==> config.mk <==
export PLATFORM = sky130hd
export DESIGN_NAME = anp_top
export DESIGN_NICKNAME = d
export VERILOG_FILES = /design/src/rtl/anp_pkg.sv /design/src/rtl/anp_tg_if.sv /design/src/rtl/anp_toggle.sv /design/src/rtl/anp_top.sv
export VERILOG_INCLUDE_DIRS = /design/src /design/src/rtl
export SDC_FILE = /design/constraint.sdc
export NUM_CORES = 1
export LEC_CHECK = 0
export BUFFER_PORTS_ARGS = -buffer_cell sky130_fd_sc_hd__buf_4
export CELL_PAD_IN_SITES_DETAIL_PLACEMENT = 0
export CELL_PAD_IN_SITES_GLOBAL_PLACEMENT = 1
export CORE_MARGIN = 2
export CORE_UTILIZATION = 35
export CTS_CLUSTER_DIAMETER = 80
export DETAILED_ROUTE_END_ITERATION = 12
export HOLD_SLACK_MARGIN = 0.08
export PLACE_DENSITY_LB_ADDON = 0.15
export SYNTH_ARGS = -nofsm -noshare
export SYNTH_HDL_FRONTEND = slang
export SYNTH_SLANG_ARGS = --single-unit
==> constraint.sdc <==
create_clock -name pclk -period 1.7 [get_ports pclk]
set_clock_uncertainty 0.1 [all_clocks]
set_input_delay 0.255 -clock pclk [delete_from_list [all_inputs] [get_ports pclk]]
set_output_delay 0.255 -clock pclk [all_outputs]
set_load 0.1 [all_outputs]
==> src/rtl/anp_regs.svh <==
// register offsets, field positions and reset values of the next-page bank
`ifndef ANP_REGS_SVH
`define ANP_REGS_SVH

// register indices; byte address is four times the index
`define ANP_EXP_IDX        10'h006
`define ANP_NPT_IDX        10'h007
`define ANP_IRQ_STAT_IDX   10'h008
`define ANP_IRQ_MASK_IDX   10'h009

// expansion register fields
`define ANP_EXP_FAULT_BIT  4
`define ANP_EXP_PNP_BIT    3
`define ANP_EXP_LNP_BIT    2
`define ANP_EXP_PAGE_BIT   1
`define ANP_EXP_PAN_BIT    0

// next-page transmit register fields
`define ANP_NPT_MORE_BIT   15
`define ANP_NPT_ACK_BIT    14
`define ANP_NPT_MSG_BIT    13
`define ANP_NPT_COMPLY_BIT 12
`define ANP_NPT_TOGGLE_BIT 11
`define ANP_NPT_CODE_MSB   10
`define ANP_NPT_WR_MASK    16'hb7ff

// interrupt status and mask fields
`define ANP_IRQ_FAULT_BIT  0
`define ANP_IRQ_PAGE_BIT   1
`define ANP_IRQ_SENT_BIT   2

// reset values
`define ANP_NPT_RESET      16'h0000
`define ANP_IRQ_MASK_RESET 3'h0

`endif

==> src/rtl/anp_pkg.sv <==
// types shared by the next-page register bank
package anp_pkg;

  typedef enum logic [1:0] {
    ANP_TG_BASE = 2'b01,
    ANP_TG_NEXT = 2'b10
  } anp_tg_state_e;

  typedef struct packed {
    anp_tg_state_e phase;
    logic          toggle;
  } anp_tg_s;

  typedef struct packed {
    logic        fault;
    logic        page_arrived;
    logic [15:0] npt_word;
    logic        page_loaded;
    logic [2:0]  irq_status;
    logic [2:0]  irq_mask;
    logic [15:0] rd_snap;
    logic [31:0] prdata;
    logic        pslverr;
    logic [15:0] tx_page;
    logic        irq;
  } anp_state_s;

endpackage

==> src/rtl/anp_tg_if.sv <==
// toggle tracking signals between the register bank and its tracker
`timescale 1ns/100ps
interface anp_tg_if;
  logic base_sent;
  logic base_bit11;
  logic page_sent;
  logic toggle;

  modport ctl (output base_sent, output base_bit11, output page_sent,
               input toggle);
  modport trk (input base_sent, input base_bit11, input page_sent,
               output toggle);
endinterface

==> src/rtl/anp_toggle.sv <==
// toggle bit tracker for outgoing next pages
`timescale 1ns/100ps
module anp_toggle (
  input wire logic pclk,
  input wire logic presetn,
  anp_tg_if.trk    tg
);

  anp_pkg::anp_tg_s st;
  anp_pkg::anp_tg_s next_st;

  always_comb begin
    next_st = st;
    case (st.phase)
      anp_pkg::ANP_TG_BASE: begin
        // first next page carries the inverse of base page bit 11
        if (tg.base_sent) begin
          next_st.toggle = ~tg.base_bit11;
          next_st.phase  = anp_pkg::ANP_TG_NEXT;
        end
      end
      anp_pkg::ANP_TG_NEXT: begin
        // a new base page restarts the sequence
        if (tg.base_sent) begin
          next_st.toggle = ~tg.base_bit11;
        end else if (tg.page_sent) begin
          next_st.toggle = ~st.toggle;
        end
      end
      default: begin
        next_st.phase  = anp_pkg::ANP_TG_BASE;
        next_st.toggle = 1'b0;
      end
    endcase
  end

  always_ff @(posedge pclk or negedge presetn) begin
    if (!presetn) begin
      st <= '{phase: anp_pkg::ANP_TG_BASE, toggle: 1'b0};
    end else begin
      st <= next_st;
    end
  end

  assign tg.toggle = st.toggle;

endmodule

==> src/rtl/anp_top.sv <==
// autonegotiation expansion and next-page transmit register bank
//
// Overview of operation
// - fault flag sets when several technologies report link together while pd_active is high
// - fault flag stays set until the expansion register is read
// - partner next-page bit reads 1 when the partner supports next pages
// - local next-page bit always reads 1
// - page-arrived flag latches on a received page, cleared by read
// - partner autoneg bit reads 1 when the partner supports autoneg
// - more-pages bit: 0 on final page, 1 when another follows
// - acknowledge bit mirrors the acknowledge of the link code word
// - message bit: 0 unformatted page, 1 formatted message page
// - comply bit: 1 when able to comply, 0 when not
// - toggle bit is the inverse of the previous page's toggle
// - first next page toggle is inverse of base page bit 11
// - low 11 bits hold a writable code field, 2048 values
//
// Added by the designer: the APB register port.
`timescale 1ns/100ps
`include "anp_regs.svh"
module anp_top #(
  parameter int NUM_TECH = 3,
  parameter int ADDR_W   = 12
) (
  input  wire logic                pclk,
  input  wire logic                presetn,
  input  wire logic                psel,
  input  wire logic                penable,
  input  wire logic                pwrite,
  input  wire logic [ADDR_W-1:0]   paddr,
  input  wire logic [31:0]         pwdata,
  input  wire logic [3:0]          pstrb,
  output logic                     pready,
  output logic [31:0]              prdata,
  output logic                     pslverr,
  input  wire logic                pd_active,
  input  wire logic [NUM_TECH-1:0] tech_link_ok,
  input  wire logic                np_received,
  input  wire logic                partner_np_capable,
  input  wire logic                partner_autoneg_capable,
  input  wire logic                lcw_ack,
  input  wire logic                base_page_sent,
  input  wire logic                base_bit11,
  input  wire logic                np_exchanged,
  output logic [15:0]              tx_page,
  output logic                     page_loaded,
  output logic                     irq
);

  // elaboration refuses sizes that the decode cannot serve
  if (NUM_TECH < 2) begin
    $error("NUM_TECH must be at least 2");
  end
  if (ADDR_W < 6 || ADDR_W > 32) begin
    $error("ADDR_W must lie between 6 and 32");
  end

  localparam int SEL_EXP  = 0;
  localparam int SEL_NPT  = 1;
  localparam int SEL_STAT = 2;
  localparam int SEL_MASK = 3;

  anp_pkg::anp_state_s st;
  anp_pkg::anp_state_s next_st;

  anp_tg_if tg ();

  anp_toggle u_toggle (
    .pclk    (pclk),
    .presetn (presetn),
    .tg      (tg.trk)
  );

  // toggle tracker follows the exchange strobes directly
  assign tg.base_sent  = base_page_sent;
  assign tg.base_bit11 = base_bit11;
  assign tg.page_sent  = np_exchanged;

  // one-hot register select; word aligned, low two bits ignored
  function automatic logic [3:0] reg_sel(input logic [ADDR_W-1:0] a);
    logic [ADDR_W-3:0] idx;
    logic [3:0]        s;
    idx = a[ADDR_W-1:2];
    s   = 4'h0;
    if (idx == (ADDR_W-2)'(`ANP_EXP_IDX)) begin
      s[SEL_EXP] = 1'b1;
    end
    if (idx == (ADDR_W-2)'(`ANP_NPT_IDX)) begin
      s[SEL_NPT] = 1'b1;
    end
    if (idx == (ADDR_W-2)'(`ANP_IRQ_STAT_IDX)) begin
      s[SEL_STAT] = 1'b1;
    end
    if (idx == (ADDR_W-2)'(`ANP_IRQ_MASK_IDX)) begin
      s[SEL_MASK] = 1'b1;
    end
    return s;
  endfunction

  // true when two or more bits are set
  function automatic logic several_set(input logic [NUM_TECH-1:0] v);
    return |(v & (v - NUM_TECH'(1)));
  endfunction

  // merge a write into stored bits honouring the low two byte lanes
  function automatic logic [15:0] lane_merge(input logic [15:0] old,
                                             input logic [31:0] wd,
                                             input logic [3:0]  be,
                                             input logic [15:0] wmask);
    logic [15:0] lanes;
    lanes = {{8{be[1]}}, {8{be[0]}}} & wmask;
    return (old & ~lanes) | (wd[15:0] & lanes);
  endfunction

  logic [3:0]  setup_sel;
  logic [3:0]  acc_sel;
  logic        setup_ph;
  logic        acc_ph;
  logic [15:0] exp_word;
  logic [15:0] npt_word_rd;
  logic        ev_fault;
  logic        ev_page;
  logic [2:0]  irq_events;

  always_comb begin
    setup_ph  = psel && !penable;
    acc_ph    = psel && penable;
    setup_sel = reg_sel(paddr);
    acc_sel   = reg_sel(paddr);

    ev_fault = pd_active && several_set(tech_link_ok);
    ev_page  = np_received;

    exp_word                     = 16'h0000;
    exp_word[`ANP_EXP_FAULT_BIT] = st.fault;
    exp_word[`ANP_EXP_PNP_BIT]   = partner_np_capable;
    exp_word[`ANP_EXP_LNP_BIT]   = 1'b1;
    exp_word[`ANP_EXP_PAGE_BIT]  = st.page_arrived;
    exp_word[`ANP_EXP_PAN_BIT]   = partner_autoneg_capable;

    // stored writable bits plus the live read-only bits
    npt_word_rd                      = st.npt_word;
    npt_word_rd[`ANP_NPT_ACK_BIT]    = lcw_ack;
    npt_word_rd[`ANP_NPT_TOGGLE_BIT] = tg.toggle;

    irq_events                     = 3'h0;
    irq_events[`ANP_IRQ_FAULT_BIT] = ev_fault;
    irq_events[`ANP_IRQ_PAGE_BIT]  = ev_page;
    irq_events[`ANP_IRQ_SENT_BIT]  = np_exchanged;
  end

  always_comb begin
    next_st = st;

    // read data is captured in the setup cycle so it comes from a flop;
    // the read-clear later drops only the bits that were captured, so
    // an event arriving between setup and access is never lost
    if (setup_ph) begin
      next_st.pslverr = ~|setup_sel;
      next_st.prdata  = 32'h0000_0000;
      next_st.rd_snap = 16'h0000;
      if (!pwrite) begin
        case (1'b1)
          setup_sel[SEL_EXP]: begin
            next_st.prdata  = {16'h0000, exp_word};
            next_st.rd_snap = exp_word;
          end
          setup_sel[SEL_NPT]: begin
            next_st.prdata = {16'h0000, npt_word_rd};
          end
          setup_sel[SEL_STAT]: begin
            next_st.prdata  = {29'h0, st.irq_status};
            next_st.rd_snap = {13'h0, st.irq_status};
          end
          setup_sel[SEL_MASK]: begin
            next_st.prdata = {29'h0, st.irq_mask};
          end
          default: begin
            next_st.prdata = 32'h0000_0000;
          end
        endcase
      end
    end

    // read clears of latched flags, set takes priority below
    if (acc_ph && !pwrite && acc_sel[SEL_EXP]) begin
      if (st.rd_snap[`ANP_EXP_FAULT_BIT]) begin
        next_st.fault = 1'b0;
      end
      if (st.rd_snap[`ANP_EXP_PAGE_BIT]) begin
        next_st.page_arrived = 1'b0;
      end
    end
    if (acc_ph && !pwrite && acc_sel[SEL_STAT]) begin
      next_st.irq_status = st.irq_status & ~st.rd_snap[2:0];
    end

    // writes take effect in the access cycle
    if (acc_ph && pwrite) begin
      if (acc_sel[SEL_NPT]) begin
        // more-pages, message, comply and code field are writable
        next_st.npt_word = lane_merge(st.npt_word, pwdata, pstrb,
                                      `ANP_NPT_WR_MASK);
        next_st.page_loaded = 1'b1;
      end
      if (acc_sel[SEL_MASK] && pstrb[0]) begin
        next_st.irq_mask = pwdata[2:0];
      end
    end

    // page was taken by the link; a write in the same cycle keeps it
    if (np_exchanged && !(acc_ph && pwrite && acc_sel[SEL_NPT])) begin
      next_st.page_loaded = 1'b0;
    end

    // hardware sets win over any clear in the same cycle
    if (ev_fault) begin
      next_st.fault = 1'b1;
    end
    if (ev_page) begin
      next_st.page_arrived = 1'b1;
    end
    next_st.irq_status = next_st.irq_status | irq_events;

    // outgoing page word, code field kept in the low eleven bits
    next_st.tx_page = {st.npt_word[`ANP_NPT_MORE_BIT],
                       lcw_ack,
                       st.npt_word[`ANP_NPT_MSG_BIT],
                       st.npt_word[`ANP_NPT_COMPLY_BIT],
                       tg.toggle,
                       st.npt_word[`ANP_NPT_CODE_MSB:0]};

    next_st.irq = |(next_st.irq_status & next_st.irq_mask);
  end

  always_ff @(posedge pclk or negedge presetn) begin
    if (!presetn) begin
      st.fault        <= 1'b0;
      st.page_arrived <= 1'b0;
      st.npt_word     <= `ANP_NPT_RESET;
      st.page_loaded  <= 1'b0;
      st.irq_status   <= 3'h0;
      st.irq_mask     <= `ANP_IRQ_MASK_RESET;
      st.rd_snap      <= 16'h0000;
      st.prdata       <= 32'h0000_0000;
      st.pslverr      <= 1'b0;
      st.tx_page      <= 16'h0000;
      st.irq          <= 1'b0;
    end else begin
      st <= next_st;
    end
  end

  // zero-wait slave: every access completes in its first access cycle
  assign pready      = 1'b1;
  assign prdata      = st.prdata;
  assign pslverr     = st.pslverr && psel && penable;
  assign tx_page     = st.tx_page;
  assign page_loaded = st.page_loaded;
  assign irq         = st.irq;

endmodule

Yosys cells after proc, flatten, opt, wreduce, memory -nomap -nowiden --
Index checks and enable logic that the tools add are counted.
Storage, ports and cells: input port bits 64, flip-flop bits (word level) 83
Operators by class: reduce and logical (&&, ||, !) cells 31, bitwise gates (word level) 12, mux-type cells 28, equality and inequality tests 8, $add $sub $neg 1
Operators with widths (number):
- 2-to-1 mux 37 bit | 1
- bitwise AND 16 bit | 2
- 2-to-1 mux 16 bit | 2
- 2-to-1 mux 3 bit | 8
- == test 10 x 3 -> 1 bit (second input constant) | 2
- == test 10 x 4 -> 1 bit (second input constant) | 2
- inverter 16 bit | 1
- OR 16 bit | 1
- 2-to-1 mux 1 bit | 13
- logical AND 1 bit | 12
- AND reduction 2 bit | 6
- nonzero test 2 bit | 6
- bitwise AND 3 bit | 3
- OR reduction 3 bit | 2
- 2-to-1 mux 5 bit | 1
- logical NOT 1 bit | 4
- one-hot mux 2 bit (2 select lines) | 1
- OR reduction 4 bit | 1
- inequality test 3 bit (second input constant) | 1
- inverter 1 bit | 3
- inverter 3 bit | 1
- OR 3 bit | 1
- subtractor 3 x 1 -> 3 bit (second input constant) | 1
- == test 2 x 1 -> 1 bit (second input constant) | 1
- 4 further kinds | 4

Logic depth before layout (Yosys ltp) --
Gate-level depths: netlist of the first run.
depth in word-level cells 7, mapped depth 6

Cells and area by module --
Synthesis of the first run repeated with hierarchy kept, for this count alone.
Second synthesis, totals: cell total of the unflattened synthesis 250, area, all modules 2965.3 µm²
Modules (own cells, without submodules):
- anp_top | cells each 228, sequential area each 1526.5 µm², times used 1, area an instance 2752.6 µm²
- anp_toggle | cells each 22, sequential area each 76.3 µm², times used 1, area an instance 212.7 µm²

Worst setup path after synthesis of the first run --
No wires, ideal clock.
path type input to register, start point input port paddr[7], end point register, netlist name irq, setup slack -402 ps, setup time 126 ps, stages 5, arrival time 1876 ps, required time 1474 ps, cell sequence or4_4 -> nor4_4 -> mux2_4 -> and2_1 -> a221o_1
RTL lines:
- from (decl) | line anp_top.sv:30 | input wire logic [ADDR_W-1:0] paddr,

==> qor.log, run 1 <==
qor: setup_path.critical_path_class in2reg
qor: cells_and_area.layout.cells.most_common sky130_fd_sc_hd__buf_4
qor: yosys.yosys_warnings 0
qor: cells_and_area.drive_above_1_share 44.51%
qor: timing.hold_violations 0
qor: setup_path.crit_path_cell_trace buf_4 > or4_4 > nor4_4 > mux2_2 > a221o_1
qor: cells_and_area.nNetsFinal 398
qor: power.total_power 3.407 mW
qor: cells_and_area.fillers 778
qor: run_status.failed_checks negative setup slack
qor: routing.number_of_optimization_iterations_in_the_first_detailed_route_pass 4
qor: setup_path.critical_path_maximum_fanout 3
qor: yosys.yosys.area_share.xor_xnor 0%
qor: timing.post-route-min-period 1.868 ns
qor: floorplanning.io_pins 116
qor: yosys.post_synth_instance_area 2894 sq um
qor: hold_path.hp-start base_page_sent
qor: setup_path.cp.depth 5
qor: yosys.synth_compound_gate_area_share 11.15%
qor: cells_and_area.sequential_cell_area 1603 sq um
qor: cells_and_area.mostFrequentLayoutCells 102 x sky130_fd_sc_hd__buf_4, 63 x sky130_fd_sc_hd__dfrtp_1, 18 x sky130_fd_sc_hd__dlygate4sd3_1
qor: routing.drtAntennaViolNets 0
qor: power.internal_power 2.505 mW
qor: yosys.synth-seq-area-share 55.38%
qor: floorplanning.die_w 94.93 um
qor: floorplanning.starting_density_of_the_core 35.58%
qor: floorplanning.die_height 94.93 um
qor: floorplanning.design.die.area 9012 sq um
qor: cts.numCtsBuffers 9
qor: place.place.port_buffers 76
qor: setup_path.reg2reg_depth 5
qor: hold_path.hold_depth 4
qor: routing.drt_iter0_markers 38
qor: setup_path.critPathTopFamily simple AND/OR/NAND/NOR gates
qor: setup_path.critPathArrivalTime 1.98 ns
qor: routing.via_count 1982
qor: grt.pin_count_of_the_biggest_net_entering_global_routing 25
qor: power.p_sw_share 26.49%
qor: cells_and_area.multiInputGateArea 987.2 sq um
qor: timing.rsz_0062_raised_after_global_routing true
qor: cts.cts.htree.levels 3
qor: floorplanning.area_of_the_core_region 8134 sq um
qor: grt.grt_pass1_wl 9.729 mm
qor: place.gp_congestion 0.7734
qor: timing.timing.final.max_slew_violations 0
qor: power.power_frac_seq 45.1%
qor: setup_path.critical_path.reg2reg.endpoint u_toggle.tg.toggle
qor: setup_path.buffers_and_inverters_on_the_worst_path 1
qor: yosys.synthesis.instances 236
qor: cts.numClockSinks 64
qor: place.detailedPlace.worstSlack -0.5302 ns
qor: yosys.postSynthRegisterBits 64
qor: power.total_leakage_power 2.038 nW
qor: power.power.density 861.8 nW/um^2
qor: hold_path.worstHoldEndpoint u_toggle.tg.toggle
qor: timing.setup_viol_count_final 1
qor: setup_path.cp_slowest_cell sky130_fd_sc_hd__or4_4
qor: yosys.synth_simple_gate_area_share 10.89%
qor: timing.worst_hold_slack 0.1234 ns
qor: cts.clkSlewWorstSetupHoldPaths 0.07 ns
qor: setup_path.crit_path_max_incr_delay 0.59 ns
qor: setup_path.type_of_element_capturing_the_critical_path flip-flop
qor: yosys.post_synth.cell_area_avg 12.26 sq um
qor: timing.setup_slack -0.1678 ns
qor: setup_path.required_time_at_the_worst_slack_endpoint 1.81 ns
qor: setup_path.reg2reg_setup_slack 0.27 ns
qor: routing.avgViaCountPerCell 4.484
qor: place.detailed_place_hpwl 4.644 mm
qor: timing.period_share 109.9%
qor: yosys.yosys.cell_types.count 41
qor: setup_path.rr_startpoint u_toggle.st[1]
qor: power.power.combinational.fraction 13.7%
qor: grt.grt_antenna_before_repair 0
qor: cts.post-cts-setup-buffers 0
qor: grt.grt_pass1_vias 1911
qor: cells_and_area.fin_cells 442
qor: routing.drc_errors 0
qor: cells_and_area.num_antenna_cells 0
qor: cts.clk-insertion-delay-late 0.34 ns
qor: power.p_sw 0.9025 mW
qor: yosys.adder_cell_share_of_the_synthesized_area 0.8647%
qor: power.power.ir.vdd_worst 415.2 uV
qor: power.clockPowerShare 41.2%
qor: routing.post_drt_wl_per_cell 13.85 um
qor: routing.routed_wl 6.122 mm
qor: cts.clock_tree.root_cell sky130_fd_sc_hd__clkbuf_8
qor: floorplanning.core.rowCount 33
qor: yosys.synth.mux.area_fraction 7.134%
qor: grt.globalRouteTotalUtil 14.72%
qor: cts.cts-root-to-sink-buffers 2
qor: place.placed_cells 408
qor: hold_path.min_path_type in2reg
qor: flow_run.cap_violations 0
qor: timing.maxClockFrequency 535.4 MHz
qor: run_status.status finished with violations
qor: cells_and_area.area_delta_synth_final 36.62%
qor: cts.tritoncts_clock_tree done
qor: grt.grt_remaining_overflow 0
qor: setup_path.startpoint_type primary input
qor: yosys.main_combinational_cell_family_by_area_after_synthesis buffers and inverters
-- worst min-delay path: cells and delay by family --
family          cells  cell delay (ns)
buf+inv             1             0.10
compound gates      1             0.06
simple gates        2             0.11
-- metrics by stage --
| step | util [%] | cell area, sq um | TNS [ns] |
|---|---|---|---|
| 2_1_floorplan | - | 2985 | -3.597 |
| 3_3_place_gp | 43.50 | 3538 | -11.26 |
| 3_5_place_dp | 43.50 | 3538 | -10.94 |
| 4_1_cts | 48.38 | 3935 | -0.1603 |
| 5_1_grt | 48.61 | 3954 | -0.2142 |
| 6_report | 48.61 | 3954 | -0.1678 |
-- cells by family after synthesis --
group           Yosys count
flops                    64
simple gates             49
other cells               2
mux                      18
buf+inv                  59
compound gates           42
fa+ha+maj                 2
-- synthesized netlist by cell type --
cell	number	share of area (%)
sky130_fd_sc_hd__inv_1	6	0.78
sky130_fd_sc_hd__a211o_1	3	0.91
sky130_fd_sc_hd__or3b_2	1	0.30
sky130_fd_sc_hd__a31oi_1	1	0.22
sky130_fd_sc_hd__or3_1	1	0.22
sky130_fd_sc_hd__dfrtp_1	63	54
sky130_fd_sc_hd__o31ai_1	1	0.26
sky130_fd_sc_hd__and2_1	1	0.22
sky130_fd_sc_hd__a21oi_1	5	0.86
sky130_fd_sc_hd__nor4_4	3	2.2
sky130_fd_sc_hd__nand4b_1	1	0.30
sky130_fd_sc_hd__or4bb_1	1	0.39
sky130_fd_sc_hd__a32o_1	1	0.35
sky130_fd_sc_hd__buf_2	1	0.17
sky130_fd_sc_hd__nand4_1	1	0.22
sky130_fd_sc_hd__nor3_4	1	0.56
sky130_fd_sc_hd__a22oi_1	5	1.3
sky130_fd_sc_hd__nor2_1	15	1.9
sky130_fd_sc_hd__or3b_1	1	0.30
sky130_fd_sc_hd__nor3_1	3	0.52
sky130_fd_sc_hd__dfstp_2	1	0.91
sky130_fd_sc_hd__buf_4	49	13
sky130_fd_sc_hd__o32ai_1	1	0.30
sky130_fd_sc_hd__buf_6	1	0.39
sky130_fd_sc_hd__a221o_1	2	0.69
sky130_fd_sc_hd__o21ai_0	2	0.35
sky130_fd_sc_hd__conb_1	2	0.26
sky130_fd_sc_hd__nor4_2	1	0.43
sky130_fd_sc_hd__mux2_2	17	6.6
sky130_fd_sc_hd__a22o_1	11	3.3
sky130_fd_sc_hd__nand2_1	11	1.4
sky130_fd_sc_hd__a21boi_0	1	0.26
sky130_fd_sc_hd__a21o_1	9	2.3
sky130_fd_sc_hd__and3_1	1	0.22
sky130_fd_sc_hd__mux2_4	1	0.52
sky130_fd_sc_hd__or2_4	1	0.30
sky130_fd_sc_hd__nand3_1	3	0.52
sky130_fd_sc_hd__or4_4	1	0.39
sky130_fd_sc_hd__ha_1	2	0.86
sky130_fd_sc_hd__nand2b_1	2	0.43
sky130_fd_sc_hd__clkbuf_1	2	0.26
-- layout make-up --
| class | instances | area share, % |
|---|---|---|
| Clock buffer | 11 | 3.323 |
| Clock inverter | 5 | 2.057 |
| Inverter | 6 | 0.5696 |
| Multi-Input combinational cell | 128 | 24.97 |
| Sequential cell | 64 | 40.54 |
| Tap cell | 105 | 3.323 |
| Timing Repair Buffer | 123 | 25.22 |
-- per-layer routing --
layer / up-vias / GRT usage (%) / share of wire (%)
met5: - / 0 / 0
met4: 0 / 6.401 / 1.9
met3: 12 / 4.549 / 5.8
met2: 69 / 21.22 / 44
met1: 946 / 20.35 / 48
li1: 955 / - / -
-- power by group through the flow --
stage	clock network [mW]	registers (mW)	logic [mW]
after floorplan	0	1.57	0.295
after global placement	0	1.57	0.433
after detailed placement	0	1.57	0.435
after CTS	1.44	1.54	0.469
after global routing	1.52	1.54	0.498
final	1.40	1.54	0.468
-- worst max-delay path by stage --
| stage | from | to | slack (ns) |
|---|---|---|---|
| floorplan | paddr[8] | irq | -0.27 |
| global route | paddr[8] | irq | -0.21 |
| global placement | paddr[8] | irq | -0.48 |
| finish | paddr[8] | irq | -0.17 |
| detailed placement | paddr[8] | irq | -0.53 |
| CTS | paddr[8] | irq | -0.16 |
-- repair_timing --
item / 4_1_cts / 5_1_grt
resized for setup: 4 / 1
hold buffers: 17 / 1
hold endpoints to repair: 83 / 1
endpoints found under the setup margin: 7 / 6
Power figures use the tool's default switching activity.
==> inputs of run 2 (changes only) <==
- CORE_UTILIZATION: 35 -> 37
==> run 2 against run 1 <==
  * Sequential share of layout area is 0.10 points higher
  * Register-to-register slack hardly changed
  * Non-clock buffer count is 2 lower
  * Highest routed layer unchanged
  * Via count is 0.25% lower
  * Final area is 0.25% lower
  * The run still ends with negative setup slack left
  * Fmax is 3.2% higher
  * Critical path type unchanged
  * Worst hold slack worse by 0.0045 ns
  * Setup slack better by 0.058 ns
  * Largest power group unchanged
  * Critical path depth is 1 higher
  * Utilization is 3.0 points higher
  * Wire length is 3.2% lower
  * Final cell count is 1.4% lower
==> qor.log, run 2 (synthesis gave the netlist of run 1 again) <==
qor: place.place.port_buffers 76
qor: setup_path.crit_path_max_incr_delay 0.58 ns
qor: timing.setup_viol_count_final 2
qor: grt.globalRouteTotalUtil 14.95%
qor: power.total_leakage_power 2.038 nW
qor: timing.setup_slack -0.1103 ns
qor: routing.drc_errors 0
qor: routing.avgViaCountPerCell 4.534
qor: floorplanning.die_w 92.44 um
qor: timing.period_share 106.5%
qor: timing.timing.final.max_slew_violations 0
qor: routing.via_count 1977
qor: cts.tritoncts_clock_tree done
qor: cells_and_area.num_antenna_cells 0
qor: floorplanning.design.die.area 8545 sq um
qor: cts.post-cts-setup-buffers 0
qor: cts.numCtsBuffers 9
qor: cells_and_area.nNetsFinal 396
qor: cts.clkSlewWorstSetupHoldPaths 0.07 ns
qor: grt.grt_remaining_overflow 0
qor: power.power.density 869.7 nW/um^2
qor: cts.cts.htree.levels 3
qor: cts.cts-root-to-sink-buffers 2
qor: floorplanning.die_height 92.44 um
qor: routing.number_of_optimization_iterations_in_the_first_detailed_route_pass 4
qor: place.gp_congestion 0.7397
qor: cts.clk-insertion-delay-late 0.34 ns
qor: grt.pin_count_of_the_biggest_net_entering_global_routing 53
qor: cells_and_area.layout.cells.most_common sky130_fd_sc_hd__buf_4
qor: run_status.failed_checks negative setup slack
qor: setup_path.type_of_element_capturing_the_critical_path flip-flop
qor: run_status.status finished with violations
qor: timing.rsz_0062_raised_after_global_routing true
qor: grt.grt_pass1_wl 9.722 mm
qor: timing.worst_hold_slack 0.1188 ns
qor: cells_and_area.fin_cells 436
qor: floorplanning.io_pins 116
qor: hold_path.min_path_type in2reg
qor: routing.drt_iter0_markers 67
qor: routing.routed_wl 5.928 mm
qor: cells_and_area.area_delta_synth_final 36.27%
qor: timing.post-route-min-period 1.810 ns
qor: power.power.ir.vdd_worst 332.7 uV
qor: routing.post_drt_wl_per_cell 13.60 um
qor: setup_path.required_time_at_the_worst_slack_endpoint 1.81 ns
qor: flow_run.cap_violations 0
qor: routing.drtAntennaViolNets 0
qor: place.detailed_place_hpwl 4.443 mm
qor: floorplanning.area_of_the_core_region 7647 sq um
qor: cts.clock_tree.root_cell sky130_fd_sc_hd__clkbuf_8
qor: grt.grt_pass1_vias 1984
qor: floorplanning.starting_density_of_the_core 37.84%
qor: setup_path.startpoint_type primary input
qor: grt.grt_antenna_before_repair 0
qor: setup_path.critPathArrivalTime 1.92 ns
qor: cells_and_area.mostFrequentLayoutCells 98 x sky130_fd_sc_hd__buf_4, 63 x sky130_fd_sc_hd__dfrtp_1, 18 x sky130_fd_sc_hd__dlygate4sd3_1
qor: setup_path.critical_path_maximum_fanout 3
qor: setup_path.critical_path_class in2reg
qor: timing.maxClockFrequency 552.4 MHz
qor: timing.hold_violations 0
qor: cts.numClockSinks 64
qor: cells_and_area.drive_above_1_share 44.61%
qor: setup_path.crit_path_cell_trace buf_6 > or4_4 > nor4_4 > mux2_4 > and2_4 > a221o_1
qor: floorplanning.core.rowCount 32
qor: place.placed_cells 403
qor: setup_path.cp_slowest_cell sky130_fd_sc_hd__or4_4
-- run 2: cell types whose count changed in the layout (fill, tap and decap cells not counted), moves of 2 or more --
cell	previous run	this run
sky130_fd_sc_hd__buf_6	1	3
sky130_fd_sc_hd__nor2_2	0	2
sky130_fd_sc_hd__clkbuf_8	9	11
sky130_fd_sc_hd__nor2_1	15	13
sky130_fd_sc_hd__buf_4	102	98
-- run 2: path summary, 6_finish.rpt --
check	start	to	slack [ns]	cells after the start
worst max register to register	u_toggle.st[1]	u_toggle.tg.toggle	0.26	6
min in group asynchronous	presetn	st[69]	0.21	2
worst max-delay path	paddr[8]	irq	-0.11	6
worst min-delay path	base_page_sent	u_toggle.tg.toggle	0.12	4
worst min register to register	flip-flop	tx_page[10]	0.30	0
max in group asynchronous	presetn	prdata[13]	0.78	3
-- run 2: critical path: cells and delay by family --
family                 cells  cell delay [ns]
AOI/OAI and AO/OA          1             0.26
buffers and inverters      1             0.09
muxes                      1             0.35
and+or+nand+nor            3             0.96
-- run 2: metal layers --
layer / track usage (%) / vias to the layer above / wire length, um
li1: - / 949 / -
met1: 18.69 / 957 / 2625
met2: 24.21 / 61 / 2882
met3: 4.068 / 10 / 304
met4: 6.716 / 0 / 115
met5: 0 / - / 0
-- run 2: cell type report --
| type | instances | area [sq um] |
|---|---|---|
| Inverter | 6 | 22.52 |
| Timing Repair Buffer | 121 | 989.7 |
| Fill cell | 688 | 3704 |
| Tap cell | 102 | 127.6 |
| Multi-Input combinational cell | 128 | 980.9 |
| Clock buffer | 12 | 155.1 |
| Clock inverter | 3 | 65.06 |
| Sequential cell | 64 | 1603 |
-- run 2: repair_timing --
item                       CTS  global route
hold buffers                18             0
hold endpoints to repair    86             0
resized for setup            5             2
setup endpoints to repair    7            15
-- run 2: stage by stage --
step	TNS [ns]	cell area, sq um	setup WS (ns)	total power [mW]	utilization, %
after floorplan	-3.597	2985	-0.2735	1.861	-
after global placement	-11.95	3520	-0.4637	1.993	46.02
after detailed placement	-12.03	3520	-0.4945	1.995	46.02
after CTS	-0.1095	3939	-0.1095	3.473	51.51
after global routing	-0.4217	3944	-0.1681	3.576	51.57
final	-0.1165	3944	-0.1103	3.430	51.57
-- run 2: power breakdown --
group / internal (mW) / total (mW) / switching [mW]
registers: 1.53 / 1.54 / 0.00507
logic: 0.144 / 0.460 / 0.316
clock network: 0.896 / 1.43 / 0.537
total: 2.57 / 3.43 / 0.858
==> inputs of run 3 (changes only) <==
--- a/config.mk
+++ b/config.mk
@@ -9,6 +9,4 @@
 export BUFFER_PORTS_ARGS = -buffer_cell sky130_fd_sc_hd__buf_4
-export CELL_PAD_IN_SITES_DETAIL_PLACEMENT = 0
-export CELL_PAD_IN_SITES_GLOBAL_PLACEMENT = 1
 export CORE_MARGIN = 2
-export CORE_UTILIZATION = 37
+export CORE_UTILIZATION = 48
 export CTS_CLUSTER_DIAMETER = 80
==> constraint.sdc (replaced) <==
create_clock -name pclk -period 1.7 [get_ports pclk]
set_clock_uncertainty 0.1 [all_clocks]
set_input_delay 0.085 -clock pclk [delete_from_list [all_inputs] [get_ports pclk]]
set_output_delay 0.085 -clock pclk [all_outputs]
set_load 0.1 [all_outputs]
==> run 3 against run 2 <==
  * The flow now finishes without violations
  * Setup slack gained 0.16 ns
  * Wire length fell by 0.83%
  * Clock power is 10% higher
  * Fmax up 9.5%
  * Combinational power about the same
  * Via count up 1.8%
==> qor.log, run 3 (synthesis gave the netlist of run 1 again) <==
qor: routing.drc_errors 0
qor: floorplanning.area_of_the_core_region 5886 sq um
qor: power.power.ir.vdd_worst 681.5 uV
qor: timing.maxClockFrequency 605.1 MHz
qor: grt.grt_remaining_overflow 0
qor: setup_path.critical_path_class in2reg
qor: setup_path.critPathArrivalTime 1.77 ns
qor: timing.worst_hold_slack 0.09222 ns
qor: cells_and_area.area_delta_synth_final 35.28%
qor: setup_path.buffers_and_inverters_on_the_worst_path 1
qor: routing.avgViaCountPerCell 4.874
qor: grt.pin_count_of_the_biggest_net_entering_global_routing 37
qor: power.power.density 913.6 nW/um^2
qor: timing.setup_viol_count_final 0
qor: grt.globalRouteTotalUtil 19.26%
qor: hold_path.hold_depth 4
qor: grt.grt_pass1_wl 9.515 mm
qor: cts.cts.htree.levels 3
qor: setup_path.reg2reg_depth 6
qor: cells_and_area.num_antenna_cells 0
qor: floorplanning.core.rowCount 28
qor: cells_and_area.drive_above_1_share 43.20%
qor: place.detailed_place_hpwl 4.327 mm
qor: setup_path.crit_path_cell_trace buf_4 > or4_4 > nor4_4 > mux2_2 > a221o_1
qor: run_status.status completed
qor: timing.setup_total_negative_slack 0 ns
qor: routing.post_drt_wl_per_cell 14.23 um
qor: timing.timing.final.max_slew_violations 0
qor: routing.via_count 2013
qor: hold_path.min_path_type in2reg
qor: cts.clock_tree.root_cell sky130_fd_sc_hd__clkbuf_8
qor: place.detailed_place.area 3452 sq um
qor: setup_path.type_of_element_capturing_the_critical_path flip-flop
qor: cts.tritoncts_clock_tree done
qor: cts.cts-root-to-sink-buffers 2
qor: cells_and_area.layout.cells.most_common sky130_fd_sc_hd__buf_4
qor: setup_path.required_time_at_the_worst_slack_endpoint 1.82 ns
qor: setup_path.critPathTopFamily simple AND/OR/NAND/NOR gates
qor: cts.numClockSinks 64
qor: cts.clk-insertion-delay-late 0.34 ns
qor: place.gp_congestion 0.8482
qor: power.total_leakage_power 2.042 nW
qor: routing.routed_wl 5.879 mm
qor: cells_and_area.finalInstanceArea 3915 sq um
qor: setup_path.cp_slowest_cell sky130_fd_sc_hd__or4_4
qor: cells_and_area.nNetsFinal 399
qor: routing.drtAntennaViolNets 0
qor: setup_path.critical_path_maximum_fanout 3
qor: flow_run.cap_violations 0
qor: floorplanning.die_height 81.65 um
qor: timing.setup_slack 0.04744 ns
qor: routing.number_of_optimization_iterations_in_the_first_detailed_route_pass 4
qor: cells_and_area.fillers 461
qor: place.detailedPlace.worstSlack -0.3119 ns
qor: timing.hold_violations 0
qor: cells_and_area.sequential_cell_area 1603 sq um
qor: setup_path.startpoint_type primary input
qor: routing.drt_iter0_markers 36
qor: floorplanning.die_w 81.65 um
qor: grt.grt_pass1_vias 2088
qor: cells_and_area.mostFrequentLayoutCells 100 x sky130_fd_sc_hd__buf_4, 63 x sky130_fd_sc_hd__dfrtp_1, 22 x sky130_fd_sc_hd__dlygate4sd3_1
qor: timing.post-route-min-period 1.653 ns
qor: cts.numCtsBuffers 9
qor: floorplanning.starting_density_of_the_core 49.17%
qor: setup_path.crit_path_max_incr_delay 0.58 ns
qor: grt.grt_antenna_before_repair 0
qor: floorplanning.io_pins 116
qor: setup_path.cp.depth 5
qor: cts.clkSlewWorstSetupHoldPaths 0.07 ns
qor: floorplanning.design.die.area 6667 sq um
qor: timing.period_share 97.21%
qor: timing.rsz_0062_raised_after_global_routing false
qor: place.place.port_buffers 76
qor: cells_and_area.multiInputGateArea 942.2 sq um
## run 3: cell count changes in the layout (fill, tap and decap cells not counted), sizes merged
cell	change
clkbuf	-3
dlygate4sd3	+4
clkinvlp	+2
buf	-1
inv	+1
bufinv	+1
## run 3: timing repair
item / in CTS / in global routing
setup buffers: 0 / 0
hold buffers: 22 / 0
resized for setup: 0 / 0
endpoints found under the hold margin: 93 / 0
## run 3: per-layer routing
metal	global-route usage, %	part of all wire, %
met5	0	0
met4	7.000	1.2
met3	5.604	5.1
met2	33.36	51
met1	22.80	42
## run 3: area by class of cell
class / instances / area share [%]
sequential: 64 / 40.94
timing repair buffer: 124 / 25.82
multi-input combinational: 128 / 24.07
clock buffer: 9 / 3.164
clock inverter: 7 / 3.036
tap: 75 / 2.397
inverter: 6 / 0.5753
## run 3: stage by stage
stage	cells	total power [mW]	utilization (%)
2_1_floorplan	251	1.860	-
3_3_place_gp	375	1.987	58.65
3_5_place_dp	375	1.991	58.65
4_1_cts	413	3.607	66.52
5_1_grt	413	3.718	66.52
6_report	413	3.577	66.52
## run 3: where the power goes
part	switching (mW)	internal [mW]	leakage, nW	total [mW]
clock network	0.602	0.976	0.116	1.58
logic	0.317	0.146	1.08	0.463
registers	0.00506	1.53	0.848	1.54
total	0.924	2.65	2.04	3.58
## run 3: path summary, 6_finish.rpt
check / start / endpoint / slack, ns
max in group asynchronous: presetn / u_toggle.st[1] / 0.81
min: pwrite / st[54] / 0.09
min in group asynchronous: presetn / tx_page[5] / 0.12
max: paddr[8] / irq / 0.05
min reg2reg: flip-flop / tx_page[6] / 0.30
max reg2reg: u_toggle.st[1] / u_toggle.tg.toggle / 0.26
## run 3: worst min-delay path, stage by stage
cell	delay [ns]
sky130_fd_sc_hd__buf_4	0.08
sky130_fd_sc_hd__buf_4	0.11
sky130_fd_sc_hd__nor3_1	0.07
sky130_fd_sc_hd__a21o_1	0.15
